**src/rtl/rpt_regs.svh**
```systemverilog
`ifndef RPT_REGS_SVH
`define RPT_REGS_SVH
`define RPT_SAMPLE_DELAY_NS  1500
`define RPT_CLK_PERIOD_NS    40
`define RPT_SAMPLE_CYCLES    (`RPT_SAMPLE_DELAY_NS / `RPT_CLK_PERIOD_NS)
`define RPT_CFG_CYCLES       16
`define RPT_ADDR_CTRL        12'h000
`define RPT_ADDR_STATUS      12'h004
`define RPT_ADDR_STRAP       12'h008
`define RPT_CTRL_RESET       32'h0000_0000
`define RPT_ST_CONFIGURED    0
`define RPT_ST_TEST_MODE     1
`define RPT_ST_PARKED        2
`define RPT_ST_MFG_TEST      3
`define RPT_ST_PHASE_LSB     4
`define RPT_RESP_OKAY        2'b00
`define RPT_RESP_SLVERR      2'b10
`endif

```
**src/rtl/rpt_pkg.sv**
```systemverilog
package rpt_pkg;
  typedef enum logic [2:0] {
    RPT_HELD    = 3'b000,
    RPT_WAIT    = 3'b001,
    RPT_CONFIG  = 3'b010,
    RPT_RUN     = 3'b011,
    RPT_PARKING = 3'b100,
    RPT_PARKED  = 3'b101
  } rpt_state_t;
endpackage

```
**src/rtl/rpt_sync2.sv**
```systemverilog
module rpt_sync2 #(
  parameter int WIDTH = 1
) (
  // Clock and reset
  input  wire logic             i_clk,
  input  wire logic             i_rst,
  // Data
  input  wire logic [WIDTH-1:0] i_async,
  input  wire logic [WIDTH-1:0] i_rst_val,
  output logic      [WIDTH-1:0] o_sync
);
  logic [WIDTH-1:0] meta_reg;
  logic [WIDTH-1:0] meta_next;
  logic [WIDTH-1:0] sync_next;

  always_comb begin
    meta_next = i_rst ? i_rst_val : i_async;
    sync_next = i_rst ? i_rst_val : meta_reg;
  end

  always_ff @(posedge i_clk) begin
    meta_reg <= meta_next;
    o_sync   <= sync_next;
  end
endmodule

```
**src/rtl/rpt_top.sv**
```systemverilog
`include "rpt_regs.svh"

module rpt_top import rpt_pkg::*; #(
  parameter int TP_WIDTH   = 8,
  parameter int CFG_CYCLES = `RPT_CFG_CYCLES
) (
  // Clock and reset
  input  wire logic                I_MCLK,
  input  wire logic                I_RESET,
  // Power management pins
  input  wire logic                I_POWER_ON_RESET_N,
  input  wire logic                I_FAST_PARK_N,
  input  wire logic                I_MANUFACTURING_TEST_STRAP,
  input  wire logic                I_TEST_PORT_RESET_N,
  // Test point pins
  input  wire logic [TP_WIDTH-1:0] I_TEST_POINT_PINS,
  output logic      [TP_WIDTH-1:0] O_TEST_POINT_PINS,
  output logic      [TP_WIDTH-1:0] O_TEST_POINT_PINS_OE_N,
  // Status to the rest of the device
  output logic                     O_CONFIG_START,
  output logic                     O_CONFIGURED,
  output logic                     O_TEST_MODE,
  output logic                     O_MIRROR_PARK,
  output logic                     O_MIRROR_FAST,
  // AXI4-Lite slave
  input  wire logic [11:0]         I_AWADDR,
  input  wire logic                I_AWVALID,
  output logic                     O_AWREADY,
  input  wire logic [31:0]         I_WDATA,
  input  wire logic [3:0]          I_WSTRB,
  input  wire logic                I_WVALID,
  output logic                     O_WREADY,
  output logic [1:0]               O_BRESP,
  output logic                     O_BVALID,
  input  wire logic                I_BREADY,
  input  wire logic [11:0]         I_ARADDR,
  input  wire logic                I_ARVALID,
  output logic                     O_ARREADY,
  output logic [31:0]              O_RDATA,
  output logic [1:0]               O_RRESP,
  output logic                     O_RVALID,
  input  wire logic                I_RREADY
);
  localparam int SAMPLE_CYCLES = `RPT_SAMPLE_CYCLES;

  // Pin synchronisers
  logic [3:0] pin_sync;
  logic [TP_WIDTH-1:0] tp_sync;
  rpt_sync2 #(.WIDTH(4)) u_sync_ctl (
    .i_clk     (I_MCLK),
    .i_rst     (I_RESET),
    .i_async   ({I_TEST_PORT_RESET_N, I_MANUFACTURING_TEST_STRAP, I_FAST_PARK_N, I_POWER_ON_RESET_N}),
    .i_rst_val (4'h2),
    .o_sync    (pin_sync)
  );
  rpt_sync2 #(.WIDTH(TP_WIDTH)) u_sync_tp (
    .i_clk     (I_MCLK),
    .i_rst     (I_RESET),
    .i_async   (I_TEST_POINT_PINS),
    .i_rst_val ('0),
    .o_sync    (tp_sync)
  );
  logic por_n;
  logic park_n;
  logic mfg_strap;
  assign por_n     = pin_sync[0];
  assign park_n    = pin_sync[1];
  assign mfg_strap = pin_sync[2];

  // Sequencer
  rpt_state_t          state_reg, state_next;
  logic [15:0]         cnt_reg, cnt_next;
  logic [TP_WIDTH-1:0] mode_reg, mode_next;
  logic                por_d_reg;
  logic                start_next, cfg_next, test_next, park_next, fast_next;
  logic [TP_WIDTH-1:0] oe_n_next, tp_out_next;
  logic                cfg_done;
  logic [31:0]         ctrl_reg, ctrl_next;

  assign cfg_done = (cnt_reg == 16'(CFG_CYCLES - 1));

  always_comb begin
    state_next  = state_reg;
    cnt_next    = cnt_reg;
    mode_next   = mode_reg;
    start_next  = 1'b0;
    unique case (state_reg)
      RPT_HELD: begin
        cnt_next = '0;
        if (por_n && !por_d_reg) begin
          state_next = RPT_WAIT;
        end
      end
      RPT_WAIT: begin
        cnt_next = cnt_reg + 16'h0001;
        if (cnt_reg == 16'(SAMPLE_CYCLES - 1)) begin
          mode_next  = tp_sync;
          cnt_next   = '0;
          start_next = 1'b1;
          state_next = RPT_CONFIG;
        end
      end
      RPT_CONFIG: begin
        cnt_next = cnt_reg + 16'h0001;
        if (cfg_done) begin
          state_next = RPT_RUN;
        end
      end
      RPT_RUN: begin
        if (!park_n || ctrl_reg[0]) begin
          state_next = RPT_PARKING;
        end
        cnt_next = '0;
      end
      RPT_PARKING: begin
        state_next = RPT_PARKED;
      end
      RPT_PARKED: begin
        if (park_n && !ctrl_reg[0]) begin
          state_next = RPT_RUN;
        end
      end
      default: state_next = RPT_HELD;
    endcase
    if (!por_n) begin
      state_next = RPT_HELD;
      cnt_next   = '0;
    end
    cfg_next  = (state_next == RPT_RUN);
    test_next = (state_next != RPT_HELD) && (state_next != RPT_WAIT) && (mode_next != '0);
    park_next = (state_next == RPT_PARKING) || (state_next == RPT_PARKED);
    fast_next = park_next && !park_n;
    if (state_next == RPT_HELD || state_next == RPT_WAIT) begin
      oe_n_next   = '1;
      tp_out_next = '0;
    end else begin
      oe_n_next   = '0;
      tp_out_next = {{(TP_WIDTH-3){1'b0}}, park_next, cfg_next, test_next};
    end
  end

  always_ff @(posedge I_MCLK) begin
    if (I_RESET) begin
      state_reg              <= RPT_HELD;
      cnt_reg                <= '0;
      mode_reg               <= '0;
      por_d_reg              <= 1'b0;
      O_CONFIG_START         <= 1'b0;
      O_CONFIGURED           <= 1'b0;
      O_TEST_MODE            <= 1'b0;
      O_MIRROR_PARK          <= 1'b0;
      O_MIRROR_FAST          <= 1'b0;
      O_TEST_POINT_PINS_OE_N <= '1;
      O_TEST_POINT_PINS      <= '0;
    end else begin
      state_reg              <= state_next;
      cnt_reg                <= cnt_next;
      mode_reg               <= mode_next;
      por_d_reg              <= por_n;
      O_CONFIG_START         <= start_next;
      O_CONFIGURED           <= cfg_next;
      O_TEST_MODE            <= test_next;
      O_MIRROR_PARK          <= park_next;
      O_MIRROR_FAST          <= fast_next;
      O_TEST_POINT_PINS_OE_N <= oe_n_next;
      O_TEST_POINT_PINS      <= tp_out_next;
    end
  end

  // AXI4-Lite slave
  logic        aw_hold_reg, aw_hold_next, w_hold_reg, w_hold_next;
  logic [11:0] awaddr_reg, awaddr_next;
  logic [31:0] wdata_reg, wdata_next;
  logic [3:0]  wstrb_reg, wstrb_next;
  logic        awready_next, wready_next, bvalid_next, arready_next, rvalid_next;
  logic [1:0]  bresp_next, rresp_next;
  logic [31:0] rdata_next, status_word;

  assign status_word = {25'h0, state_reg, mfg_strap, O_MIRROR_PARK, O_TEST_MODE, O_CONFIGURED};

  always_comb begin
    aw_hold_next = aw_hold_reg;
    w_hold_next  = w_hold_reg;
    awaddr_next  = awaddr_reg;
    wdata_next   = wdata_reg;
    wstrb_next   = wstrb_reg;
    ctrl_next    = ctrl_reg;
    bvalid_next  = O_BVALID && !I_BREADY;
    bresp_next   = O_BRESP;
    rvalid_next  = O_RVALID && !I_RREADY;
    rresp_next   = O_RRESP;
    rdata_next   = O_RDATA;
    if (I_AWVALID && O_AWREADY) begin
      aw_hold_next = 1'b1;
      awaddr_next  = I_AWADDR;
    end
    if (I_WVALID && O_WREADY) begin
      w_hold_next = 1'b1;
      wdata_next  = I_WDATA;
      wstrb_next  = I_WSTRB;
    end
    if (aw_hold_reg && w_hold_reg && !O_BVALID) begin
      aw_hold_next = 1'b0;
      w_hold_next  = 1'b0;
      bvalid_next  = 1'b1;
      bresp_next   = `RPT_RESP_OKAY;
      if (awaddr_reg == `RPT_ADDR_CTRL) begin
        for (int b = 0; b < 4; b++) begin
          if (wstrb_reg[b]) begin
            ctrl_next[b*8 +: 8] = wdata_reg[b*8 +: 8];
          end
        end
      end else if (awaddr_reg != `RPT_ADDR_STATUS && awaddr_reg != `RPT_ADDR_STRAP) begin
        bresp_next = `RPT_RESP_SLVERR;
      end
    end
    awready_next = !aw_hold_next && !bvalid_next;
    wready_next  = !w_hold_next && !bvalid_next;
    if (I_ARVALID && O_ARREADY) begin
      rvalid_next = 1'b1;
      rresp_next  = `RPT_RESP_OKAY;
      unique case (I_ARADDR)
        `RPT_ADDR_CTRL:   rdata_next = ctrl_reg;
        `RPT_ADDR_STATUS: rdata_next = status_word;
        `RPT_ADDR_STRAP:  rdata_next = 32'(mode_reg);
        default: begin
          rdata_next = 32'h0000_0000;
          rresp_next = `RPT_RESP_SLVERR;
        end
      endcase
    end
    arready_next = !rvalid_next;
  end

  always_ff @(posedge I_MCLK) begin
    if (I_RESET) begin
      aw_hold_reg <= 1'b0;
      w_hold_reg  <= 1'b0;
      awaddr_reg  <= '0;
      wdata_reg   <= '0;
      wstrb_reg   <= '0;
      ctrl_reg    <= `RPT_CTRL_RESET;
      O_AWREADY   <= 1'b0;
      O_WREADY    <= 1'b0;
      O_BVALID    <= 1'b0;
      O_BRESP     <= 2'b00;
      O_ARREADY   <= 1'b0;
      O_RVALID    <= 1'b0;
      O_RRESP     <= 2'b00;
      O_RDATA     <= 32'h0000_0000;
    end else begin
      aw_hold_reg <= aw_hold_next;
      w_hold_reg  <= w_hold_next;
      awaddr_reg  <= awaddr_next;
      wdata_reg   <= wdata_next;
      wstrb_reg   <= wstrb_next;
      ctrl_reg    <= ctrl_next;
      O_AWREADY   <= awready_next;
      O_WREADY    <= wready_next;
      O_BVALID    <= bvalid_next;
      O_BRESP     <= bresp_next;
      O_ARREADY   <= arready_next;
      O_RVALID    <= rvalid_next;
      O_RRESP     <= rresp_next;
      O_RDATA     <= rdata_next;
    end
  end

  // Assertions
  property p_held_quiet;
    @(posedge I_MCLK) disable iff (I_RESET)
    (state_reg == RPT_HELD) |=> !O_CONFIGURED && !O_MIRROR_PARK && !O_CONFIG_START;
  endproperty
  a_held_quiet: assert property (p_held_quiet) else $error("output active while held");
  property p_reset_return;
    @(posedge I_MCLK) disable iff (I_RESET)
    (!por_n && state_reg != RPT_HELD) |=> (state_reg == RPT_HELD);
  endproperty
  a_reset_return: assert property (p_reset_return) else $error("reset low did not return to held");
  property p_rise_starts;
    @(posedge I_MCLK) disable iff (I_RESET)
    (state_reg == RPT_HELD && por_n && !por_d_reg) |=> (state_reg == RPT_WAIT);
  endproperty
  a_rise_starts: assert property (p_rise_starts) else $error("release did not start");
  property p_tristate;
    @(posedge I_MCLK) disable iff (I_RESET)
    (state_reg == RPT_HELD) |=> (O_TEST_POINT_PINS_OE_N == '1);
  endproperty
  a_tristate: assert property (p_tristate) else $error("test points driven in reset");
  // Checker-side count of cycles spent waiting for the sample point
  logic [15:0] wait_len_reg, wait_len_next;
  always_comb begin
    wait_len_next = (state_reg == RPT_WAIT) ? wait_len_reg + 16'h0001 : 16'h0000;
  end
  always_ff @(posedge I_MCLK) begin
    if (I_RESET) begin
      wait_len_reg <= 16'h0000;
    end else begin
      wait_len_reg <= wait_len_next;
    end
  end
  property p_sample_time;
    @(posedge I_MCLK) disable iff (I_RESET)
    (state_reg == RPT_CONFIG && $past(state_reg) == RPT_WAIT) |-> (wait_len_reg == 16'(SAMPLE_CYCLES));
  endproperty
  a_sample_time: assert property (p_sample_time) else $error("sample not after 1.5 us");
  property p_drive_after;
    @(posedge I_MCLK) disable iff (I_RESET)
    (state_reg == RPT_CONFIG && por_n) |=> (O_TEST_POINT_PINS_OE_N == '0);
  endproperty
  a_drive_after: assert property (p_drive_after) else $error("test points not driven");
  property p_mode_sel;
    @(posedge I_MCLK) disable iff (I_RESET)
    (state_reg == RPT_RUN) |-> (O_TEST_MODE == (mode_reg != '0));
  endproperty
  a_mode_sel: assert property (p_mode_sel) else $error("test mode mismatch");
  property p_fast_park;
    @(posedge I_MCLK) disable iff (I_RESET)
    (state_reg == RPT_RUN && !park_n && por_n) |=> (O_MIRROR_PARK && O_MIRROR_FAST);
  endproperty
  a_fast_park: assert property (p_fast_park) else $error("park not raised");
  property p_sync_lag;
    @(posedge I_MCLK) disable iff (I_RESET)
    $rose(por_n) |-> $past(I_POWER_ON_RESET_N, 2);
  endproperty
  a_sync_lag: assert property (p_sync_lag) else $error("reset sync lag wrong");
  c_config: cover property (@(posedge I_MCLK) disable iff (I_RESET) $rose(O_CONFIGURED));
  c_test:   cover property (@(posedge I_MCLK) disable iff (I_RESET) $rose(O_TEST_MODE));
  c_park:   cover property (@(posedge I_MCLK) disable iff (I_RESET) $rose(O_MIRROR_FAST));
endmodule

```
**config.mk**
```make
export PLATFORM = sky130hd
export DESIGN_NAME = rpt_top
export DESIGN_NICKNAME = d
export VERILOG_FILES = /design/src/rtl/rpt_pkg.sv /design/src/rtl/rpt_sync2.sv /design/src/rtl/rpt_top.sv
export VERILOG_INCLUDE_DIRS = /design/src /design/src/rtl
export SDC_FILE = /design/constraint.sdc
export NUM_CORES = 1
export LEC_CHECK = 0
export BUFFER_PORTS_ARGS = -buffer_cell sky130_fd_sc_hd__buf_2
export CORE_MARGIN = 2
export CORE_UTILIZATION = 40
export CTS_BUF_LIST = sky130_fd_sc_hd__clkbuf_8 sky130_fd_sc_hd__clkbuf_16
export CTS_CLUSTER_SIZE = 25
export DETAILED_ROUTE_END_ITERATION = 16
export GPL_TIMING_DRIVEN = 0
export PLACE_DENSITY = 0.73
export SYNTH_ARGS = -nofsm -noshare
export SYNTH_HDL_FRONTEND = slang
export SYNTH_SLANG_ARGS = --single-unit
```
**constraint.sdc**
```tcl
create_clock -name I_MCLK -period 2.2 [get_ports I_MCLK]
set_clock_uncertainty 0.05 [all_clocks]
set_input_delay 0.22 -clock I_MCLK [delete_from_list [all_inputs] [get_ports I_MCLK]]
set_output_delay 0.22 -clock I_MCLK [all_outputs]
set_load 0.005 [all_outputs]
```
==> results.sh, run 1 <==
export IMPL_crit_type="register to register"
export IMPL_insertion_delay_ns=0.42
export IMPL_worstMarginPinSlew_ns=0.6069
export IMPL_syn_area_um2=6549
export IMPL_finalHoldViolations=0
export IMPL_final_cell_area_um2=8643
export IMPL_overflow=0
export IMPL_syn_inst=690
export IMPL_grt_pass1_vias=5273
export IMPL_period_share_pct=96.37
export IMPL_max_freq_ghz=0.4717
export IMPL_fin_crit_ns=2.120
export IMPL_final_cell_mix="dfxtp_1, buf_2, nand2_1, nor2_1, a21oi_1"
export IMPL_slew_limit_headroom_pct=58.97
export IMPL_rsz0062_at_grt="true"
export IMPL_setup_viol=0
export IMPL_num_fill_cells=1476
export IMPL_vias=5343
export IMPL_cp_start_kind="register"
export IMPL_layout_cells_non_filler=1127
export IMPL_wl_per_cell_um=13.55
export IMPL_cts_clk_slew_worst_paths_ns=0.06
export IMPL_dieArea_um2=17410
export IMPL_avgSynthCellArea_um2=9.491
export IMPL_nets=979
export IMPL_htreeDepth=4
export IMPL_drv_slew=0
export IMPL_drv_cap=0
export IMPL_root_buffer="clkbuf_16"
export IMPL_tritoncts="built"
export IMPL_critPathMaxFanout=10
export IMPL_synth_distinct_cells=42
export IMPL_postLayoutCoreUtil_pct=54.21
export IMPL_place_gp_congestion=0.8073
export IMPL_leakage_nw=3.708
export IMPL_path_buf_inv=1
export IMPL_drt_first_pass_iters=4
export IMPL_ys_seq_elements=180
export IMPL_ioPinCount=141
export IMPL_setup_worst_path_end_class="register"
export IMPL_reg2reg_from="cnt_reg[7]"
export IMPL_crit_path_top_delay_cell="or4_1"
export IMPL_routed_wl_mm=15.27
export IMPL_status="finished clean"
export IMPL_hp_start="I_TEST_POINT_PINS[0]"
export IMPL_cts_buffers=17
export IMPL_fp_dieW_um=132.0
export IMPL_antenna_found_initial=0
export IMPL_ir_drop_uv=551.1
export IMPL_core_um2=15940
export IMPL_pwr_density_cell_nw_per_um2=788.6
export IMPL_crit_arrival_ns=2.36
export IMPL_drc=0
export IMPL_n_antenna_cell=0
export IMPL_drt_iter0_markers=222
export IMPL_drive_gt1_share_pct=21.41
export IMPL_grt_total_usage_pct=17.94
export IMPL_num_rows=46
export IMPL_layout_commonest_cell="dfxtp_1"
export IMPL_cts_num_sinks=180
export IMPL_cp_required_ns=2.44
export IMPL_place_area_um2=7497
export IMPL_max_stage_delay_ns=0.57
export IMPL_hpwl_mm=10.85
export IMPL_ys_warn_count=0
export IMPL_place_inst=1043
export IMPL_yosysSeqAreaShare_pct=55.02
export IMPL_route_antenna_remaining_nets=0
export IMPL_cp_top_family="simple AND/OR/NAND/NOR gates"
export IMPL_clockBufferDepth=2
export IMPL_timing_critical_path_from="cnt_reg[7]"
export IMPL_port_buffers=131
export IMPL_grt_pass1_wl_mm=25.06
export IMPL_initial_core_util_pct=41.08
export IMPL_hp_class="input pin to register"
export IMPL_area_growth_pct=31.98
export IMPL_routed_via_density=4.741
export IMPL_grt_start_max_net_pins=18
export IMPL_die_h_um=132.0
export IMPL_crit_chain="or4_1, and4b_2, nor3b_4, buf_6, mux2i_2, nor2_1"
-- cell families after synthesis --
group,synth area share (%)
DFF,55.02
buffers and inverters,3.955
other,0.05726
adders and majority gates,0.3821
xor gates and xnor gates,2.006
muxes,7.489
AOI/OAI and AO/OA,9.763
and+or+nand+nor,21.32
-- per-stage QoR --
| step | TNS (ns) | power [mW] | worst slack (ns) | hold WS (ns) |
|---|---|---|---|---|
| 2_1_floorplan | 0 | 3.645 | 0.2216 | 0.2738 |
| 3_3_place_gp | -1.709 | 3.792 | -0.1024 | 0.3560 |
| 3_5_place_dp | -1.365 | 3.798 | -0.08969 | 0.3584 |
| 4_1_cts | 0 | 6.878 | 0.007074 | 0.0007953 |
| 5_1_grt | -0.1153 | 7.080 | -0.03142 | 0.0009039 |
| 6_report | 0 | 6.816 | 0.07980 | 0.01072 |
-- repair_timing --
item / CTS / global route
resized for setup: 1 / 9
hold endpoints to repair: 50 / 0
setup buffers: 1 / 1
setup endpoints to repair: 35 / 57
hold buffers: 50 / 0
cloned: 0 / 0
pin swaps: 1 / 1
-- layer usage --
metal	GRT usage, %	wire length, um	vias up
li1	-	-	2729
met5	0	0	-
met4	6.884	225	0
met3	4.268	630	14
met2	32.55	7912	117
met1	20.31	6506	2483
-- final timing paths --
check / cells after the start / slack [ns] / to
worst max-delay path: 6 / 0.08 / mode_reg[1]
worst min-delay path: 2 / 0.01 / u_sync_tp.meta_reg[0]
worst max register to register: 6 / 0.08 / mode_reg[1]
worst min register to register: 1 / 0.39 / u_sync_ctl.o_sync[2]
-- area by class of cell --
class                           count  area, um2  share of cell area, %
Clock buffer                       17      425.4                  4.922
Inverter                            3      11.26                 0.1303
Sequential cell                   180       3603                  41.69
Multi-Input combinational cell    463       2735                  31.64
Clock inverter                     15      172.7                  1.998
Buffer                             50      254.0                  2.939
Timing Repair Buffer              183       1171                  13.55
Tap cell                          216      270.3                  3.127
-- Yosys cell counts (all sizes together) --
master | instances | area, um2
a211o | 2 | 17.52
a211oi | 2 | 15.01
a21oi | 65 | 325.3
a22o | 24 | 210.2
a311oi | 1 | 8.760
and2 | 2 | 12.52
and3 | 3 | 18.77
and3b | 2 | 17.52
and4b | 2 | 20.02
buf | 19 | 131.4
clkbuf | 31 | 116.4
conb | 1 | 3.750
dfxtp | 180 | 3603
ha | 2 | 25.02
inv | 3 | 11.26
mux2i | 49 | 490.5
nand2 | 114 | 427.9
nand2b | 6 | 37.54
nand3 | 12 | 110.1
nand3b | 2 | 15.01
nand4 | 3 | 18.77
nand4b | 1 | 8.760
nor2 | 81 | 304.0
nor2b | 28 | 175.2
nor3 | 9 | 45.04
nor3b | 3 | 32.53
nor4 | 12 | 96.34
nor4b | 2 | 17.52
o21ai | 7 | 35.03
o22ai | 1 | 6.260
o31ai | 1 | 21.27
or2 | 2 | 12.51
or4 | 3 | 26.27
xnor2 | 4 | 35.03
xor2 | 11 | 96.34
-- power breakdown --
group | internal [mW] | switching [mW] | leakage, nW
clock | 1.71 | 1.31 | 0.297
sequential | 3.33 | 0.0411 | 1.46
combinational | 0.205 | 0.226 | 1.95
Note: power is estimated with default switching activity, not from simulation.
==> run 2: changes to the inputs <==
--- a/config.mk
+++ b/config.mk
@@ -15,3 +15,2 @@
 export GPL_TIMING_DRIVEN = 0
-export PLACE_DENSITY = 0.73
 export SYNTH_ARGS = -nofsm -noshare
==> constraint.sdc (replaced) <==
create_clock -name I_MCLK -period 2.2 [get_ports I_MCLK]
set_clock_uncertainty 0.05 [all_clocks]
set_input_delay 0.33 -clock I_MCLK [delete_from_list [all_inputs] [get_ports I_MCLK]]
set_output_delay 0.33 -clock I_MCLK [all_outputs]
set_load 0.005 [all_outputs]
==> results.sh, run 2 (synthesized netlist as in run 1, its figures left out) <==
export IMPL_overflow=0
export IMPL_drt_first_pass_iters=4
export IMPL_cp_endpoint="mode_reg[1]"
export IMPL_routed_via_density=4.773
export IMPL_r2r_cells=6
export IMPL_multi_input_area_um2=2741
export IMPL_finalHoldViolations=0
export IMPL_final_cell_mix="dfxtp_1, buf_2, nand2_1, nor2_1, a21oi_1"
export IMPL_layout_cells_non_filler=1079
export IMPL_place_area_um2=7497
export IMPL_wl_per_cell_um=13.98
export IMPL_drc=0
export IMPL_num_rows=46
export IMPL_cp_required_ns=2.45
export IMPL_rsz0062_at_grt="true"
export IMPL_dieArea_um2=17410
export IMPL_die_h_um=132.0
export IMPL_crit_type="register to register"
export IMPL_postLayoutCoreUtil_pct=51.15
export IMPL_fp_dieW_um=132.0
export IMPL_grt_total_usage_pct=17.76
export IMPL_layout_commonest_cell="dfxtp_1"
export IMPL_routed_wl_mm=15.09
export IMPL_status="finished clean"
export IMPL_slew_limit_headroom_pct=56.11
export IMPL_drt_iter0_markers=246
export IMPL_cts_clk_slew_worst_paths_ns=0.06
export IMPL_setup_viol=0
export IMPL_n_antenna_cell=0
export IMPL_r2r_slack_ns=0.11
export IMPL_hp_class="input pin to register"
export IMPL_port_buffers=131
export IMPL_drv_cap=0
export IMPL_crit_arrival_ns=2.34
export IMPL_drive_gt1_share_pct=22.83
export IMPL_core_um2=15940
export IMPL_setup_worst_path_end_class="register"
export IMPL_place_gp_congestion=0.7862
export IMPL_crit_path_top_delay_cell="or4_4"
export IMPL_clockBufferDepth=2
export IMPL_fin_crit_ns=2.091
export IMPL_timing_critical_path_from="cnt_reg[7]"
export IMPL_critPathMaxFanout=10
export IMPL_cp_start_kind="register"
export IMPL_r2r_end="mode_reg[1]"
export IMPL_period_share_pct=95.03
export IMPL_area_growth_pct=24.51
export IMPL_grt_pass1_wl_mm=24.81
export IMPL_drv_slew=0
export IMPL_grt_pass1_vias=5157
export IMPL_max_freq_ghz=0.4783
export IMPL_ir_drop_uv=593.9
export IMPL_pwr_density_cell_nw_per_um2=817.1
export IMPL_grt_start_max_net_pins=17
export IMPL_worstMarginPinSlew_ns=0.6569
export IMPL_cts_num_sinks=180
export IMPL_root_buffer="clkbuf_16"
export IMPL_reg2reg_from="cnt_reg[7]"
export IMPL_initial_core_util_pct=41.08
export IMPL_regArea_um2=3603
export IMPL_insertion_delay_ns=0.43
export IMPL_cts_buffers=17
export IMPL_htreeDepth=4
export IMPL_leakage_nw=3.482
export IMPL_vias=5150
export IMPL_nets=931
export IMPL_crit_chain="or4_4, and4b_2, nor3b_4, buf_6, mux2i_1, nor2_1"
export IMPL_cts_hold_buf=0
export IMPL_tritoncts="built"
export IMPL_route_antenna_remaining_nets=0
export IMPL_ioPinCount=141
export IMPL_hpwl_mm=11.43
export IMPL_place_inst=1043
export IMPL_antenna_found_initial=1
export IMPL_max_stage_delay_ns=0.54
export IMPL_num_fill_cells=1534
export IMPL_final_cell_area_um2=8154
-- run 2: cell count changes in the layout (fill, tap and decap cells not counted), sizes merged --
cell         previous run  this run
inv                    11         8
clkinv                  4         3
clkinvlp                1         4
bufinv                  2         1
clkbuf                 48        50
buf                   152       154
dlygate4sd3            50         0
-- run 2: routing by layer --
metal  routed length, um  share of wire, %  track usage (%)
met3                 718               4.8            5.152
met5                   7             0.046                0
met2                7701                51            31.37
met4                 172               1.1            5.435
met1                6489                43            20.79
-- run 2: area by class of cell --
type | count | area share [%]
repair buffers | 135 | 8.562
clock inverters | 13 | 1.534
clock buffers | 19 | 5.555
flip-flops and latches | 180 | 44.19
well taps | 216 | 3.314
multi-input cells | 463 | 33.62
inverters | 3 | 0.1381
plain buffers | 50 | 3.084
-- run 2: worst min path at each step --
stage                                start                endpoint  slack, ns  depth (start not counted)
global route                 I_FAST_PARK_N  u_sync_ctl.meta_reg[1]       0.04                          2
CTS                          I_FAST_PARK_N  u_sync_ctl.meta_reg[1]       0.03                          2
detailed placement  u_sync_ctl.meta_reg[1]    u_sync_ctl.o_sync[1]       0.37                          1
global placement    u_sync_ctl.meta_reg[1]    u_sync_ctl.o_sync[1]       0.37                          1
floorplan           u_sync_ctl.meta_reg[1]    u_sync_ctl.o_sync[1]       0.34                          1
finish                       I_FAST_PARK_N  u_sync_ctl.meta_reg[1]       0.05                          2
-- run 2: worst max-delay path, delay by kind of cell, from the launching register on --
kind                   cells  cell delay [ns]
buffers and inverters      1             0.19
AND/OR/NAND/NOR            4             1.17
flip-flops                 1             0.34
multiplexers               1             0.21
-- run 2: power by group --
part,switching [mW],internal (mW),leakage [nW],total (mW)
registers,0.0409,3.33,1.46,3.37
logic,0.212,0.158,1.75,0.370
clock network,1.29,1.63,0.274,2.92
total,1.54,5.12,3.48,6.66
-- run 2: stage by stage --
step / hold WS (ns) / setup WS (ns) / total power, mW / TNS (ns)
detailed placement: 0.3677 / -0.2274 / 3.800 / -6.013
global route: 0.03556 / -0.01988 / 6.914 / -0.09423
finish: 0.04713 / 0.1094 / 6.662 / 0
CTS: 0.03333 / 0.01758 / 6.730 / 0
floorplan: 0.3395 / 0.2216 / 3.645 / 0
global placement: 0.3692 / -0.1599 / 3.790 / -3.682
-- run 2: what timing repair did --
action	4_1_cts	5_1_grt
resized for setup	3	4
setup buffers	1	3
cloned	0	0
pin swaps	1	1
endpoints found under the setup margin	53	27
==> run 3: changes to the inputs <==
CTS_BUF_LIST = default   (was sky130_fd_sc_hd__clkbuf_8 sky130_fd_sc_hd__clkbuf_16)
==> results.sh, run 3 (synthesized netlist as in run 1, its figures left out) <==
export IMPL_tritoncts="built"
export IMPL_cts_buffers=17
export IMPL_htreeDepth=4
export IMPL_routed_via_density=4.773
export IMPL_p_total_mw=6.667
export IMPL_layout_cells_non_filler=1079
export IMPL_rsz0062_at_grt="true"
export IMPL_hp_class="input pin to register"
export IMPL_num_rows=46
export IMPL_die_h_um=132.0
export IMPL_holdWs_ns=0.04713
export IMPL_p_clk_share_pct=43.9
export IMPL_place_gp_congestion=0.7862
export IMPL_cts_num_sinks=180
export IMPL_dieArea_um2=17410
export IMPL_crit_type="register to register"
export IMPL_cp_required_ns=2.45
export IMPL_overflow=0
export IMPL_antenna_found_initial=1
export IMPL_pwr_density_cell_nw_per_um2=817.6
export IMPL_drv_slew=0
export IMPL_combPwrFrac_pct=5.6
export IMPL_drt_iter0_markers=246
export IMPL_vias=5150
export IMPL_area_growth_pct=24.51
export IMPL_crit_path_top_delay_cell="or4_4"
export IMPL_max_freq_ghz=0.4783
export IMPL_drc=0
export IMPL_worstMarginPinSlew_ns=0.6569
export IMPL_cts_hold_buf=0
export IMPL_clockBufferDepth=2
export IMPL_switching_share_pct=23.08
export IMPL_grt_pass1_wl_mm=24.81
export IMPL_fp_dieW_um=132.0
export IMPL_nets=931
export IMPL_setup_worst_path_end_class="register"
export IMPL_cp_start_kind="register"
export IMPL_tns_ns=0
export IMPL_slew_limit_headroom_pct=56.11
export IMPL_port_buffers=131
export IMPL_cts_clk_slew_worst_paths_ns=0.06
export IMPL_crit_chain="or4_4, and4b_2, nor3b_4, buf_6, mux2i_1, nor2_1"
export IMPL_leakage_nw=3.478
export IMPL_drt_first_pass_iters=4
export IMPL_grt_total_usage_pct=17.76
export IMPL_finalHoldViolations=0
export IMPL_grt_pass1_vias=5157
export IMPL_grt_start_max_net_pins=17
export IMPL_final_cell_mix="dfxtp_1, buf_2, nand2_1, nor2_1, a21oi_1"
export IMPL_cell_internal_pwr_mw=5.128
export IMPL_place_inst=1043
export IMPL_period_share_pct=95.03
export IMPL_layout_commonest_cell="dfxtp_1"
export IMPL_ir_drop_uv=593.9
export IMPL_root_buffer="clkbuf_16"
export IMPL_n_antenna_cell=0
export IMPL_routed_wl_mm=15.09
export IMPL_ioPinCount=141
export IMPL_insertion_delay_ns=0.43
export IMPL_status="finished clean"
export IMPL_core_um2=15940
export IMPL_max_stage_delay_ns=0.54
export IMPL_drv_cap=0
export IMPL_drive_gt1_share_pct=22.83
export IMPL_postLayoutCoreUtil_pct=51.15
export IMPL_hpwl_mm=11.43
export IMPL_route_antenna_remaining_nets=0
export IMPL_fin_crit_ns=2.091
export IMPL_crit_arrival_ns=2.34
export IMPL_initial_core_util_pct=41.08
export IMPL_switching_power_mw=1.539
export IMPL_wl_per_cell_um=13.98
export IMPL_seq_power_share_pct=50.6
export IMPL_critPathMaxFanout=10
export IMPL_setup_viol=0
export IMPL_num_fill_cells=1534
==> run 3: changes by cell type in the layout (fill, tap and decap cells not counted) <==
cell,before,now
inv_1,4,3
clkbuf_1,31,32
==> run 3: metal layers <==
metal	vias to the layer above	global-route usage (%)	share of wire, %
met2	98	31.37	51
met5	-	0	0.046
li1	2629	-	-
met4	2	5.435	1.1
met3	16	5.152	4.8
met1	2405	20.79	43
==> run 3: repair_timing <==
item,4_1_cts,5_1_grt
gates cloned,0,0
buffers inserted,1,3
resized for setup,3,4
endpoints found under the setup margin,53,27
hold endpoints to repair,0,0
pin swaps,1,1
==> run 3: worst paths after layout <==
kind                               start                endpoint  slack, ns  cells past startpoint
setup / recovery              cnt_reg[7]             mode_reg[1]       0.11                      6
hold / removal             I_FAST_PARK_N  u_sync_ctl.meta_reg[1]       0.05                      2
setup reg to reg              cnt_reg[7]             mode_reg[1]       0.11                      6
hold reg to reg   u_sync_ctl.meta_reg[1]    u_sync_ctl.o_sync[1]       0.38                      1
==> run 3: cell type report <==
cell class                      instances  area, um2  area share [%]
Sequential cell                       180       3603           44.19
Multi-Input combinational cell        463       2741           33.62
Timing Repair Buffer                  135      698.2           8.562
Clock buffer                           20      456.7           5.601
Tap cell                              216      270.3           3.314
Buffer                                 50      251.5           3.084
Clock inverter                         12      121.4           1.488
Inverter                                3      11.26          0.1381
==> run 3: worst max-delay path, delay by kind of cell, from the launching register on <==
kind	cells	cell delay, ns
and+or+nand+nor	4	1.17
DFF	1	0.34
muxes	1	0.21
buffers and inverters	1	0.19
==> run 3: power groups by stage <==
stage | Combinational (mW) | Clock [mW] | Sequential, mW
after floorplan | 0.209 | 0 | 3.44
after global placement | 0.344 | 0 | 3.45
after detailed placement | 0.352 | 0 | 3.45
after CTS | 0.375 | 2.99 | 3.37
after global routing | 0.412 | 3.13 | 3.38
final | 0.370 | 2.92 | 3.37
==> run 3: through the flow <==
step / instance area, um2 / setup slack [ns]
floorplan: 6571 / 0.2216
global placement: 7497 / -0.1599
detailed placement: 7497 / -0.2274
CTS: 8117 / 0.01758
global route: 8154 / -0.01988
finish: 8154 / 0.1094
